--- src/capture_timer_cfg.svh ---
`ifndef CAPTURE_TIMER_CFG_SVH
`define CAPTURE_TIMER_CFG_SVH

// register byte offsets
`define REG_CTRL0 8'h00
`define REG_CTRL1 8'h04
`define REG_PERIOD 8'h08
`define REG_CAPT_A 8'h0c
`define REG_CAPT_B 8'h10
`define REG_COUNT 8'h14
`define REG_STATUS 8'h18

// control 0 fields
`define CTRL0_ON_BIT 0
// control 1 fields
`define CTRL1_MODE_LSB 0
`define CTRL1_OC_LSB 2
`define CTRL1_CLR_LSB 4
`define CTRL1_SRC_BIT 6
`define CTRL1_CCLR_BIT 7
`define CTRL1_OINIT_BIT 8
`define CTRL1_POL_BIT 9
`define CTRL1_NF_BIT 10
`define CTRL1_W 11
// status fields
`define STAT_AF_BIT 0
`define STAT_PF_BIT 1
`define STAT_LVL_BIT 2

// reset values
`define CTRL1_RST 11'h000
`define WORD_RST 32'h0000_0000

// bus answers
`define RESP_OKAY 2'b00
`define RESP_SLVERR 2'b10

// timing: timer clock period, flag delay in half periods, least pulse
`define TCLK_PERIOD_NS 25
`define FLAG_DELAY_HALF 1
`define FLAG_DELAY_CYC ((`FLAG_DELAY_HALF + 1) / 2)
`define MIN_PULSE_TCLK 2

`endif

--- src/capture_timer_pkg.sv ---
package capture_timer_pkg;

   // operating mode field
   typedef enum logic [1:0] {
      MODE_COMPARE = 2'b00,
      MODE_CAPTURE = 2'b01,
      MODE_PWM = 2'b10,
      MODE_TIMER = 2'b11
   } mode_t;

   // active capture edge field
   typedef enum logic [1:0] {
      EDGE_RISE = 2'b00,
      EDGE_FALL = 2'b01,
      EDGE_BOTH = 2'b10,
      EDGE_NONE = 2'b11
   } edge_sel_t;

   // merge write data into a word by byte strobes
   function automatic logic [31:0] apply_strb(input logic [31:0] old,
                                              input logic [31:0] wdata,
                                              input logic [3:0] strb);
      logic [31:0] res;
      res = old;
      for (int i = 0; i < 4; i++) begin
         if (strb[i]) begin
            res[i*8 +: 8] = wdata[i*8 +: 8];
         end
      end
      return res;
   endfunction

endpackage

--- src/axil_slave.sv ---
`timescale 1ns/100ps
`include "capture_timer_cfg.svh"
// axi4-lite slave front end: one write and one read at a time
module axil_slave (
   // clock and reset
   input wire logic clk,
   input wire logic resetn,
   // write address and data
   input wire logic [7:0] s_axi_awaddr,
   input wire logic s_axi_awvalid,
   output logic s_axi_awready,
   input wire logic [31:0] s_axi_wdata,
   input wire logic [3:0] s_axi_wstrb,
   input wire logic s_axi_wvalid,
   output logic s_axi_wready,
   // write response
   output logic [1:0] s_axi_bresp,
   output logic s_axi_bvalid,
   input wire logic s_axi_bready,
   // read address and data
   input wire logic [7:0] s_axi_araddr,
   input wire logic s_axi_arvalid,
   output logic s_axi_arready,
   output logic [31:0] s_axi_rdata,
   output logic [1:0] s_axi_rresp,
   output logic s_axi_rvalid,
   input wire logic s_axi_rready,
   // register side
   output logic wr_en,
   output logic [7:0] wr_addr,
   output logic [31:0] wr_data,
   output logic [3:0] wr_strb,
   input wire logic wr_err,
   output logic rd_en,
   output logic [7:0] rd_addr,
   input wire logic [31:0] rd_data,
   input wire logic rd_err
);

   logic aw_held, next_aw_held; // address waiting
   logic w_held, next_w_held; // data waiting
   logic [7:0] next_wr_addr;
   logic [31:0] next_wr_data;
   logic [3:0] next_wr_strb;
   logic next_bvalid, next_rvalid;
   logic [1:0] next_bresp, next_rresp;
   logic [31:0] next_rdata;

   // handshakes and next values
   always_comb begin
      s_axi_awready = ~aw_held;
      s_axi_wready = ~w_held;
      s_axi_arready = ~s_axi_rvalid;
      wr_en = aw_held & w_held & ~s_axi_bvalid;
      rd_en = s_axi_arvalid & ~s_axi_rvalid;
      rd_addr = s_axi_araddr;
      next_aw_held = aw_held;
      next_w_held = w_held;
      next_wr_addr = wr_addr;
      next_wr_data = wr_data;
      next_wr_strb = wr_strb;
      next_bvalid = s_axi_bvalid;
      next_bresp = s_axi_bresp;
      next_rvalid = s_axi_rvalid;
      next_rresp = s_axi_rresp;
      next_rdata = s_axi_rdata;
      // take address and data in either order
      if (s_axi_awvalid && !aw_held) begin
         next_aw_held = 1'b1;
         next_wr_addr = s_axi_awaddr;
      end
      if (s_axi_wvalid && !w_held) begin
         next_w_held = 1'b1;
         next_wr_data = s_axi_wdata;
         next_wr_strb = s_axi_wstrb;
      end
      // response once both are in
      if (wr_en) begin
         next_aw_held = 1'b0;
         next_w_held = 1'b0;
         next_bvalid = 1'b1;
         next_bresp = wr_err ? `RESP_SLVERR : `RESP_OKAY;
      end else if (s_axi_bvalid && s_axi_bready) begin
         next_bvalid = 1'b0;
      end
      // read answers at the accepting edge
      if (rd_en) begin
         next_rvalid = 1'b1;
         next_rdata = rd_data;
         next_rresp = rd_err ? `RESP_SLVERR : `RESP_OKAY;
      end else if (s_axi_rvalid && s_axi_rready) begin
         next_rvalid = 1'b0;
      end
   end

   // bus state registers
   always_ff @(posedge clk) begin
      if (!resetn) begin
         aw_held <= 1'b0;
         w_held <= 1'b0;
         wr_addr <= 8'h00;
         wr_data <= `WORD_RST;
         wr_strb <= 4'h0;
         s_axi_bvalid <= 1'b0;
         s_axi_bresp <= `RESP_OKAY;
         s_axi_rvalid <= 1'b0;
         s_axi_rresp <= `RESP_OKAY;
         s_axi_rdata <= `WORD_RST;
      end else begin
         aw_held <= next_aw_held;
         w_held <= next_w_held;
         wr_addr <= next_wr_addr;
         wr_data <= next_wr_data;
         wr_strb <= next_wr_strb;
         s_axi_bvalid <= next_bvalid;
         s_axi_bresp <= next_bresp;
         s_axi_rvalid <= next_rvalid;
         s_axi_rresp <= next_rresp;
         s_axi_rdata <= next_rdata;
      end
   end

endmodule

--- src/capture_edge_filter.sv ---
`timescale 1ns/100ps
// accepts a level only after SAMPLES equal samples, reports edges
module capture_edge_filter #(
   parameter int SAMPLES = 2
) (
   // clock and reset
   input wire logic clk,
   input wire logic resetn,
   // raw input
   input wire logic din,
   // filtered level and edge pulses
   output logic level,
   output logic rise,
   output logic fall
);

   logic [SAMPLES-2:0] hist; // past samples
   logic [SAMPLES-2:0] next_hist;
   logic next_level;
   logic agree; // all samples equal

   // agreement and next values
   always_comb begin
      agree = (hist == {(SAMPLES-1){din}});
      next_hist = (SAMPLES-1)'({hist, din});
      next_level = agree ? din : level;
      rise = agree & din & ~level;
      fall = agree & ~din & level;
   end

   // sample registers
   always_ff @(posedge clk) begin
      if (!resetn) begin
         hist <= '0;
         level <= 1'b0;
      end else begin
         hist <= next_hist;
         level <= next_level;
      end
   end

endmodule

--- src/periodic_timer_capture.sv ---
`timescale 1ns/100ps
`include "capture_timer_cfg.svh"
module periodic_timer_capture #(
   parameter int CNT_W = 16, // 10 or 16
   parameter bit DUAL = 1'b1 // 1: timer 0 style, 0: timer 3 style
) (
   // clock and reset
   input wire logic clk,
   input wire logic resetn,
   // axi4-lite write channels
   input wire logic [7:0] s_axi_awaddr,
   input wire logic s_axi_awvalid,
   output logic s_axi_awready,
   input wire logic [31:0] s_axi_wdata,
   input wire logic [3:0] s_axi_wstrb,
   input wire logic s_axi_wvalid,
   output logic s_axi_wready,
   output logic [1:0] s_axi_bresp,
   output logic s_axi_bvalid,
   input wire logic s_axi_bready,
   // axi4-lite read channels
   input wire logic [7:0] s_axi_araddr,
   input wire logic s_axi_arvalid,
   output logic s_axi_arready,
   output logic [31:0] s_axi_rdata,
   output logic [1:0] s_axi_rresp,
   output logic s_axi_rvalid,
   input wire logic s_axi_rready,
   // capture inputs
   input wire logic capture_input_pin,
   input wire logic timer_clock_pin,
   input wire logic filter_input_pin
);

   localparam int FLAG_DLY = `FLAG_DELAY_CYC; // half clock, rounded up
   localparam logic [CNT_W-1:0] CNT_MAX = '1;

   // bus front end wires
   logic wr_en;
   logic [7:0] wr_addr, rd_addr;
   logic [31:0] wr_data, rd_data;
   logic [3:0] wr_strb;
   logic wr_err, rd_err;

   // software registers
   logic timer_on, next_timer_on;
   logic [`CTRL1_W-1:0] timer_control_1, next_timer_control_1;
   logic [CNT_W-1:0] period_reg, next_period_reg;
   logic [CNT_W-1:0] capture_reg_a, next_capture_reg_a;
   logic [CNT_W-1:0] capture_reg_b, next_capture_reg_b;
   logic compare_a_flag, next_compare_a_flag;
   logic compare_p_flag, next_compare_p_flag;
   logic capture_level_flag, next_capture_level_flag;

   // counter state
   logic [CNT_W-1:0] count, next_count;
   logic on_d, next_on_d; // on bit one clock ago
   logic [FLAG_DLY-1:0] cap_pend, next_cap_pend; // flag delay line
   logic [FLAG_DLY:0] pend_shift;
   logic lvl_hold, next_lvl_hold; // level seen at capture

   // decoded fields
   capture_timer_pkg::mode_t mode;
   capture_timer_pkg::edge_sel_t edge_sel;
   logic [1:0] counter_clear_sel;
   logic capture_source_select, nf_select;
   logic [2:0] unused_ctrl; // kept for readback only

   // event terms
   logic cap_src, cap_rise, cap_fall;
   logic trig_rise;
   logic cap_on, cap_ev, clr_ev, per_hit, on_rise, to_b, sp_mode;

   // bus slave
   axil_slave u_bus (
      .clk(clk),
      .resetn(resetn),
      .s_axi_awaddr(s_axi_awaddr),
      .s_axi_awvalid(s_axi_awvalid),
      .s_axi_awready(s_axi_awready),
      .s_axi_wdata(s_axi_wdata),
      .s_axi_wstrb(s_axi_wstrb),
      .s_axi_wvalid(s_axi_wvalid),
      .s_axi_wready(s_axi_wready),
      .s_axi_bresp(s_axi_bresp),
      .s_axi_bvalid(s_axi_bvalid),
      .s_axi_bready(s_axi_bready),
      .s_axi_araddr(s_axi_araddr),
      .s_axi_arvalid(s_axi_arvalid),
      .s_axi_arready(s_axi_arready),
      .s_axi_rdata(s_axi_rdata),
      .s_axi_rresp(s_axi_rresp),
      .s_axi_rvalid(s_axi_rvalid),
      .s_axi_rready(s_axi_rready),
      .wr_en(wr_en),
      .wr_addr(wr_addr),
      .wr_data(wr_data),
      .wr_strb(wr_strb),
      .wr_err(wr_err),
      .rd_en(),
      .rd_addr(rd_addr),
      .rd_data(rd_data),
      .rd_err(rd_err)
   );

   // capture source select
   always_comb begin
      if (!DUAL) begin
         cap_src = timer_clock_pin;
      end else if (nf_select) begin
         cap_src = filter_input_pin;
      end else begin
         cap_src = capture_source_select ? timer_clock_pin : capture_input_pin;
      end
   end

   // glitch filter on capture source
   capture_edge_filter #(
      .SAMPLES(`MIN_PULSE_TCLK)
   ) u_cap_filt (
      .clk(clk),
      .resetn(resetn),
      .din(cap_src),
      .level(),
      .rise(cap_rise),
      .fall(cap_fall)
   );

   // glitch filter on single pulse trigger pin
   capture_edge_filter #(
      .SAMPLES(`MIN_PULSE_TCLK)
   ) u_trig_filt (
      .clk(clk),
      .resetn(resetn),
      .din(timer_clock_pin),
      .level(),
      .rise(trig_rise),
      .fall()
   );

   // field decode
   always_comb begin
      mode = capture_timer_pkg::mode_t'(timer_control_1[`CTRL1_MODE_LSB +: 2]);
      edge_sel = capture_timer_pkg::edge_sel_t'(timer_control_1[`CTRL1_OC_LSB +: 2]);
      counter_clear_sel = timer_control_1[`CTRL1_CLR_LSB +: 2];
      capture_source_select = timer_control_1[`CTRL1_SRC_BIT];
      nf_select = timer_control_1[`CTRL1_NF_BIT];
      // clear-on-A, initial level and polarity steer nothing here
      unused_ctrl = {timer_control_1[`CTRL1_POL_BIT], timer_control_1[`CTRL1_OINIT_BIT],
                     timer_control_1[`CTRL1_CCLR_BIT]};
   end

   // event decode
   always_comb begin
      cap_on = (mode == capture_timer_pkg::MODE_CAPTURE) && timer_on;
      on_rise = timer_on && !on_d;
      sp_mode = (mode == capture_timer_pkg::MODE_PWM) &&
                (edge_sel == capture_timer_pkg::EDGE_NONE);
      // none selected: no capture, counter keeps going
      unique case (edge_sel)
         capture_timer_pkg::EDGE_RISE: cap_ev = cap_on && cap_rise;
         capture_timer_pkg::EDGE_FALL: cap_ev = cap_on && cap_fall;
         capture_timer_pkg::EDGE_BOTH: cap_ev = cap_on && (cap_rise || cap_fall);
         capture_timer_pkg::EDGE_NONE: cap_ev = 1'b0;
      endcase
      // edge clears, only on the dual style timer
      clr_ev = DUAL && cap_on && ((cap_rise && counter_clear_sel[0]) ||
                                  (cap_fall && counter_clear_sel[1]));
      // falling edges go to b unless only period clears
      to_b = DUAL && (counter_clear_sel != 2'b00) && cap_fall;
      // period match, or full wrap when period is zero
      per_hit = timer_on && !on_rise &&
                ((period_reg != '0) ? (count == period_reg) : (count == CNT_MAX));
      pend_shift = {cap_pend, cap_ev};
   end

   // register reads
   always_comb begin
      rd_err = 1'b0;
      rd_data = `WORD_RST;
      unique case (rd_addr)
         `REG_CTRL0: rd_data[`CTRL0_ON_BIT] = timer_on;
         `REG_CTRL1: rd_data[`CTRL1_W-1:0] = timer_control_1;
         `REG_PERIOD: rd_data[CNT_W-1:0] = period_reg;
         `REG_CAPT_A: rd_data[CNT_W-1:0] = capture_reg_a;
         `REG_CAPT_B: rd_data[CNT_W-1:0] = capture_reg_b;
         `REG_COUNT: rd_data[CNT_W-1:0] = count;
         `REG_STATUS: begin
            rd_data[`STAT_AF_BIT] = compare_a_flag;
            rd_data[`STAT_PF_BIT] = compare_p_flag;
            rd_data[`STAT_LVL_BIT] = capture_level_flag;
         end
         default: rd_err = 1'b1; // unmapped
      endcase
   end

   // software writes, hardware sets, counter next values
   always_comb begin
      logic [31:0] w_ctrl0, w_ctrl1, w_per, w_stat;
      w_ctrl0 = capture_timer_pkg::apply_strb({31'h0, timer_on}, wr_data, wr_strb);
      w_ctrl1 = capture_timer_pkg::apply_strb({21'h0, timer_control_1}, wr_data, wr_strb);
      w_per = capture_timer_pkg::apply_strb({{(32-CNT_W){1'b0}}, period_reg}, wr_data,
                                            wr_strb);
      w_stat = capture_timer_pkg::apply_strb(`WORD_RST, wr_data, wr_strb);
      wr_err = !(wr_addr inside {`REG_CTRL0, `REG_CTRL1, `REG_PERIOD, `REG_CAPT_A,
                                 `REG_CAPT_B, `REG_COUNT, `REG_STATUS});
      next_timer_on = timer_on;
      next_timer_control_1 = timer_control_1;
      next_period_reg = period_reg;
      next_capture_reg_a = capture_reg_a;
      next_capture_reg_b = capture_reg_b;
      next_compare_a_flag = compare_a_flag;
      next_compare_p_flag = compare_p_flag;
      next_capture_level_flag = capture_level_flag;
      next_on_d = timer_on;
      next_cap_pend = pend_shift[FLAG_DLY-1:0];
      next_lvl_hold = lvl_hold;
      // register writes; status bits 0 and 1 clear on writing one, the level bit does not
      if (wr_en) begin
         unique case (wr_addr)
            `REG_CTRL0: next_timer_on = w_ctrl0[`CTRL0_ON_BIT];
            `REG_CTRL1: next_timer_control_1 = w_ctrl1[`CTRL1_W-1:0];
            `REG_PERIOD: next_period_reg = w_per[CNT_W-1:0];
            `REG_STATUS: begin
               if (w_stat[`STAT_AF_BIT]) begin
                  next_compare_a_flag = 1'b0;
               end
               if (w_stat[`STAT_PF_BIT]) begin
                  next_compare_p_flag = 1'b0;
               end
            end
            default: next_timer_on = timer_on; // read-only or unmapped
         endcase
      end
      // trigger pin sets the on bit, winning over software
      if (sp_mode && trig_rise) begin
         next_timer_on = 1'b1;
      end
      // latch counter at the active edge
      if (cap_ev) begin
         next_lvl_hold = cap_rise;
         if (to_b) begin
            next_capture_reg_b = count;
         end else begin
            next_capture_reg_a = count;
         end
      end
      // flags follow one clock after the latch; set wins over clear
      if (cap_pend[FLAG_DLY-1]) begin
         next_compare_a_flag = 1'b1;
         if (DUAL) begin
            next_capture_level_flag = lvl_hold;
         end
      end
      if (per_hit) begin
         next_compare_p_flag = 1'b1;
      end
      // counter: restart on on-rise, hold when off
      if (on_rise) begin
         next_count = '0;
      end else if (!timer_on) begin
         next_count = count;
      end else if (per_hit || clr_ev) begin
         next_count = '0;
      end else begin
         next_count = count + 1'b1;
      end
   end

   // state registers
   always_ff @(posedge clk) begin
      if (!resetn) begin
         timer_on <= 1'b0;
         timer_control_1 <= `CTRL1_RST;
         period_reg <= '0;
         capture_reg_a <= '0;
         capture_reg_b <= '0;
         compare_a_flag <= 1'b0;
         compare_p_flag <= 1'b0;
         capture_level_flag <= 1'b0;
         count <= '0;
         on_d <= 1'b0;
         cap_pend <= '0;
         lvl_hold <= 1'b0;
      end else begin
         timer_on <= next_timer_on;
         timer_control_1 <= next_timer_control_1;
         period_reg <= next_period_reg;
         capture_reg_a <= next_capture_reg_a;
         capture_reg_b <= next_capture_reg_b;
         compare_a_flag <= next_compare_a_flag;
         compare_p_flag <= next_compare_p_flag;
         capture_level_flag <= next_capture_level_flag;
         count <= next_count;
         on_d <= next_on_d;
         cap_pend <= next_cap_pend;
         lvl_hold <= next_lvl_hold;
      end
   end

endmodule

--- config.mk ---
export PLATFORM = sky130hd
export DESIGN_NAME = periodic_timer_capture
export DESIGN_NICKNAME = d
export VERILOG_FILES = /design/src/capture_timer_pkg.sv /design/src/axil_slave.sv /design/src/capture_edge_filter.sv /design/src/periodic_timer_capture.sv
export VERILOG_INCLUDE_DIRS = /design/src
export SDC_FILE = /design/constraint.sdc
export NUM_CORES = 1
export LEC_CHECK = 0
export BUFFER_PORTS_ARGS = -buffer_cell sky130_fd_sc_hd__buf_4
export CORE_MARGIN = 2
export CORE_UTILIZATION = 60
export DETAILED_ROUTE_END_ITERATION = 8
export GPL_TIMING_DRIVEN = 1
export HOLD_SLACK_MARGIN = 0.12
export PLACE_DENSITY = 0.82
export SLEW_MARGIN = 5
export SYNTH_ARGS = -nofsm -noshare
export SYNTH_HDL_FRONTEND = slang
export SYNTH_SLANG_ARGS = --single-unit
--- constraint.sdc ---
create_clock -name clk -period 7.9 [get_ports clk]
set_input_delay 0.395 -clock clk [delete_from_list [all_inputs] [get_ports clk]]
set_output_delay 0.395 -clock clk [all_outputs]
set_load 0.005 [all_outputs]
==> results.yml, run 1 <==
global_route:
  grt_first_pass_wirelength_um: 24800
  grt_overflow: 0
  grt_max_degree: 123
  grt_pass1_vias: 5084
  grt_use_total: 0.273
  antenna_found_initial: 0
worst_hold_path:
  holdPathEnd: "u_bus.wr_addr[4]"
  hold_path_depth: 3
  hp-start: "s_axi_awaddr[4]"
  hp-class: "input pin to register"
setup_path:
  cp-start-kind: "input pin"
  crit_arrival_ns: 3.35
  reg2reg_from: "period_reg[4]"
  crit_required_ns: 8.32
  r2r_cells: 6
  end_kind: "register"
  path_max_fanout: 16
  crit_type: "input pin to register"
  r2r_slack_ns: 4.97
  timing.rr.end: "count[2]"
detailed_routing:
  viasPerCell: 5.78
  drt.antenna.violating_nets: 0
  num_vias: 5246
  wl_per_cell_um: 17.2
  drc: 0
  dr.pass1.iters: 5
  drtIter0Drc: 539
  drt-total-wl_um: 15600
sta:
  rsz0062_at_grt: "false"
  max_slew_margin: 0.188
  worst_pin_slew_ns: 1.22
  setup_tns_ns: 0
  fin_crit_sh: 0.371
  skew_ns: 0.00816
  hold_viol_final: 0
  fin_crit_ns: 2.93
  setup_viol: 0
  timing.fmax_mhz: 341
  slew_viol_final: 0
clock_tree:
  cts_hold_buf: 24
  cts_max_level: 4
  numCtsBuffers: 17
  clockBufferDepth: 2
  worstSkewPairLatency_ns: 0.53
  post_cts_buffers: 0
  cts_tree: "yes"
  cts_sinks: 134
  cts.repair.resized: 0
  root_buffer: "clkbuf_8"
  clkTransAtPathRegs_ns: 0.06
synthesis:
  ys_seq_elements: 134
  synth_edf_count: 0
  syn_inst: 698
  yosys_warnings: 0
  synth_seq_area_share: 0.408
  yosysUniqueCellTypes: 62
  yosysTopAreaCell: "dfxtp_1"
  syn-cell-area_mm2: 0.00657
  ys_top_cells_by_area: "dfxtp_1, mux2i_1, nor2b_1, nand2_1, a21boi_0"
  async_flop_share: 0
  synth_top_area_share: 0.408
  ys.flop_type: "dfxtp_1"
  syn_avg_cell_area_um2: 9.42
final_layout:
  syn2layout_area_growth_pct: 16.7
  final_common_cell: "dfxtp_1"
  final_cell_mix: "dfxtp_1, nor2b_1, mux2i_1"
  final_nets: 824
  fin_area_mm2: 0.00767
  nFillCells: 779
  drive_above_1_share: 0.167
  finalCoreUtilization: 0.714
  diodes: 0
floorplanning:
  rows: 38
  dieHeight_um: 109
  initial_core_util: 0.612
  die_x_um: 109
  io_pins: 103
  coreArea_mm2: 0.0107
  die_area_mm2: 0.0118
placed_design:
  port_buffers: 66
  placed_area_mm2: 0.00687
  routabilityCongestion: 0.900
  place.detailed.hpwl_um: 10600
pwr:
  max-vdd-ir-drop_mv: 0.155
  p_leak_nw: 3.14
  finalPower_mw: 1.54
  cellPowerDensity_mw_per_mm2: 200
outcome:
  status: "finished clean"
job:
  maxCapViolCount: 0
==> final cells by class <==
cell class              count  area (µm²)  area share
clock buffers              20         455      0.0594
clock inverters            12         104      0.0135
inverters                  13        48.8     0.00636
multi-input cells         496        3450       0.449
flip-flops and latches    134        2680       0.350
well taps                 140         175      0.0228
repair buffers             93         758      0.0988
==> metrics by stage <==
step	hold WS [ns]	setup slack, ns	cells
3_3_place_gp	0.462	5.08	852
3_5_place_dp	0.467	5.01	852
4_1_cts	0.120	5.00	908
5_1_grt	0.122	4.77	908
6_report	0.122	4.97	908
2_1_floorplan	0.443	5.36	715
==> power breakdown <==
part	switching, mW	leakage [nW]	internal [mW]	total, mW
logic	0.0472	1.79	0.0510	0.0982
registers	0.0118	1.09	0.691	0.703
clock network	0.295	0.261	0.440	0.735
total	0.354	3.14	1.18	1.54
==> cells by family after synthesis <==
group / synth area share
compound gates: 0.115
xor+xnor: 0.0320
fa+ha+maj: 0.0133
buf+inv: 0.0771
flops: 0.408
mux: 0.129
other cells: 0.000570
simple gates: 0.225
==> routing by layer <==
metal	share of wire	global-route usage	routed length (µm)
met1	0.42	0.327	6560
met2	0.49	0.461	7620
met3	0.059	0.0616	927
met4	0.033	0.134	512
met5	0	0	0
==> critical path: stages <==
cell	delay, ns
dlygate4sd3_1	0.54
buf_4	0.15
mux2i_1	0.13
o21a_1	0.18
inv_1	0.07
ha_1	0.20
nor2b_1	0.14
o21bai_1	0.17
and3_1	0.19
nand2_1	0.80
mux2i_1	0.28
nor2b_1	0.09
==> synthesized netlist by cell type (all sizes together), types with 4 or more instances <==
cell type / n
mux2: 8
nor2b: 80
ha: 7
o211ai: 4
a22oi: 7
nor3: 17
clkbuf: 32
nand2: 70
xnor2: 10
nand4: 7
mux2i: 76
nor4: 8
buf: 38
o21ai: 17
nor2: 19
and3: 11
a32o: 5
dfxtp: 134
a222oi: 11
nand3: 16
a22o: 8
inv: 13
a21boi: 20
xor2: 14
and2: 8
a21oi: 20
==> worst max path at each step <==
stage	slack (ns)	cells after the start	startpoint	end
after floorplan	5.36	12	timer_clock_pin	count[10]
after global placement	5.08	6	period_reg[4]	count[6]
after detailed placement	5.01	11	timer_clock_pin	capture_reg_a[9]
after CTS	5.00	6	period_reg[4]	count[2]
after global routing	4.77	12	timer_clock_pin	capture_reg_a[13]
final	4.97	12	timer_clock_pin	capture_reg_a[13]
(Power assumes the default switching activity.)
==> inputs of run 2 (changes only) <==
--- a/config.mk
+++ b/config.mk
@@ -8,11 +8,11 @@
 export LEC_CHECK = 0
 export BUFFER_PORTS_ARGS = -buffer_cell sky130_fd_sc_hd__buf_4
 export CORE_MARGIN = 2
-export CORE_UTILIZATION = 60
+export CORE_UTILIZATION = 57
 export DETAILED_ROUTE_END_ITERATION = 8
 export GPL_TIMING_DRIVEN = 1
 export HOLD_SLACK_MARGIN = 0.12
-export PLACE_DENSITY = 0.82
+export PLACE_DENSITY = 0.78
 export SLEW_MARGIN = 5
 export SYNTH_ARGS = -nofsm -noshare
 export SYNTH_HDL_FRONTEND = slang
==> constraint.sdc (replaced) <==
create_clock -name clk -period 2.9 [get_ports clk]
set_input_delay 0.145 -clock clk [delete_from_list [all_inputs] [get_ports clk]]
set_output_delay 0.145 -clock clk [all_outputs]
set_load 0.005 [all_outputs]
==> run 2 against run 1 <==
Total power rose to 2.8 times the previous value. Non-clock buffer count is 20 higher. Sequential power rose to 2.7 times the previous value. Sequential share of layout area shrank 0.91 points. First-iteration DRC count decreased by 32%. Die area is 5.1% higher. Utilization down 1.8 points. Critical path type is now register to register. Critical endpoint is now count[6]. Largest cell class unchanged. Highest routed layer unchanged.
==> results.yml, run 2 (same netlist as run 1, synthesis figures left out) <==
detailed_routing:
  drt.antenna.violating_nets: 0
  wl_per_cell_um: 16.8
  num_vias: 5285
  drt-total-wl_um: 15600
  viasPerCell: 5.68
  dr.pass1.iters: 7
  drc: 0
  drtIter0Drc: 369
sta:
  setup_tns_ns: 0
  slew_viol_final: 0
  hold_viol_final: 0
  timing.fmax_mhz: 402
  fin_crit_sh: 0.858
  worst_pin_slew_ns: 0.912
  setup_viol: 0
  rsz0062_at_grt: "false"
  max_slew_margin: 0.391
  fin_crit_ns: 2.49
  skew_ns: 0.0123
  setup_ws_ns: 0.413
setup_path:
  crit_required_ns: 3.19
  reg2reg_from: "period_reg[12]"
  path_cells: "nor4_2 -> nand4_2 -> or4_1 -> o21ai_1 -> and4b_1 -> buf_4 -> nor4_1"
  r2r_cells: 7
  timing.rr.end: "count[6]"
  crit_type: "register to register"
  critical_path.startpoint: "period_reg[12]"
  end_kind: "register"
  r2r_slack_ns: 0.41
  crit_slowest_cell: "or4_1"
  critical_path.max_stage_delay_ns: 0.59
  crit_arrival_ns: 2.78
  cp-start-kind: "register"
  path_max_fanout: 15
clock_tree:
  cts_tree: "yes"
  numCtsBuffers: 17
  root_buffer: "clkbuf_16"
  clockBufferDepth: 2
  cts_max_level: 4
  post_cts_buffers: 0
  worstSkewPairLatency_ns: 0.42
  cts_hold_buf: 32
  cts_sinks: 134
  clkTransAtPathRegs_ns: 0.06
  cts.repair.resized: 0
worst_hold_path:
  hp-class: "input pin to register"
  holdPathEnd: "u_cap_filt.hist"
  hold_path_depth: 5
  hp-start: "filter_input_pin"
pwr:
  max-vdd-ir-drop_mv: 0.405
  p_leak_nw: 3.26
  finalPower_mw: 4.32
  cellPowerDensity_mw_per_mm2: 548
global_route:
  antenna_found_initial: 0
  grt_use_total: 0.256
  grt_pass1_vias: 5120
  grt_first_pass_wirelength_um: 25400
  grt_max_degree: 65
  grt_overflow: 0
floorplanning:
  die_x_um: 111
  io_pins: 103
  initial_core_util: 0.581
  die_area_mm2: 0.0124
  coreArea_mm2: 0.0113
  dieHeight_um: 111
  rows: 39
placed_design:
  placed_area_mm2: 0.00697
  place.detailed.hpwl_um: 10400
  routabilityCongestion: 0.938
  port_buffers: 66
  place_ws_ns: 0.424
job:
  maxCapViolCount: 0
final_layout:
  fin_area_mm2: 0.00788
  final_cell_mix: "dfxtp_1, buf_4, nor2b_1"
  drive_above_1_share: 0.173
  finalCoreUtilization: 0.696
  final_common_cell: "dfxtp_1"
  final_nets: 844
  diodes: 0
  syn2layout_area_growth_pct: 19.8
outcome:
  status: "finished clean"
-- run 2: cell types whose count changed in the layout (fill, tap and decap cells not counted) --
cell and delta:
clkinvlp_4 -4, buf_4 +12, clkbuf_16 +1, dlygate4sd3_1 +8, bufinv_16 +1, clkinv_2 -2
clkbuf_1 +4
-- run 2: how the worst max path moves through the flow --
| stage | endpoint | slack [ns] | cells past startpoint |
|---|---|---|---|
| CTS | count[6] | 0.41 | 7 |
| detailed placement | count[6] | 0.42 | 7 |
| global placement | count[6] | 0.45 | 7 |
| floorplan | count[10] | 0.36 | 11 |
| finish | count[6] | 0.41 | 7 |
| global route | capture_reg_a[9] | 0.31 | 11 |
-- run 2: worst max-delay path, delay by kind of cell, from the launching register on --
family                 cells  cell delay [ns]
AND/OR/NAND/NOR            5             1.53
flip-flops                 1             0.37
buffers and inverters      1             0.24
AO/OA/AOI/OAI              1             0.22
-- run 2: through the flow --
stage                     cells  hold slack, ns
after floorplan             715           0.261
after global placement      867           0.358
after detailed placement    867           0.367
after CTS                   931           0.175
after global routing        931           0.194
final                       931           0.185
-- run 2: layer usage --
layer	vias up	global-route usage	part of all wire
li1	2553	-	-
met1	2531	0.317	0.43
met4	0	0.114	0.031
met2	167	0.430	0.49
met3	34	0.0555	0.049
met5	-	0	0
-- run 2: final cells by class --
type / count / area [µm²]
clock buffer: 25 / 495
clock inverter: 7 / 93.8
fill: 844 / 3440
inverter: 13 / 48.8
multi-input combinational: 496 / 3450
sequential: 134 / 2680
tap: 143 / 179
timing repair buffer: 113 / 928
-- run 2: power by group --
| part | switching (mW) | internal (mW) | leakage (nW) | total [mW] |
|---|---|---|---|---|
| Combinational | 0.132 | 0.150 | 1.89 | 0.283 |
| Clock | 0.767 | 1.35 | 0.283 | 2.12 |
| Sequential | 0.0312 | 1.88 | 1.09 | 1.91 |
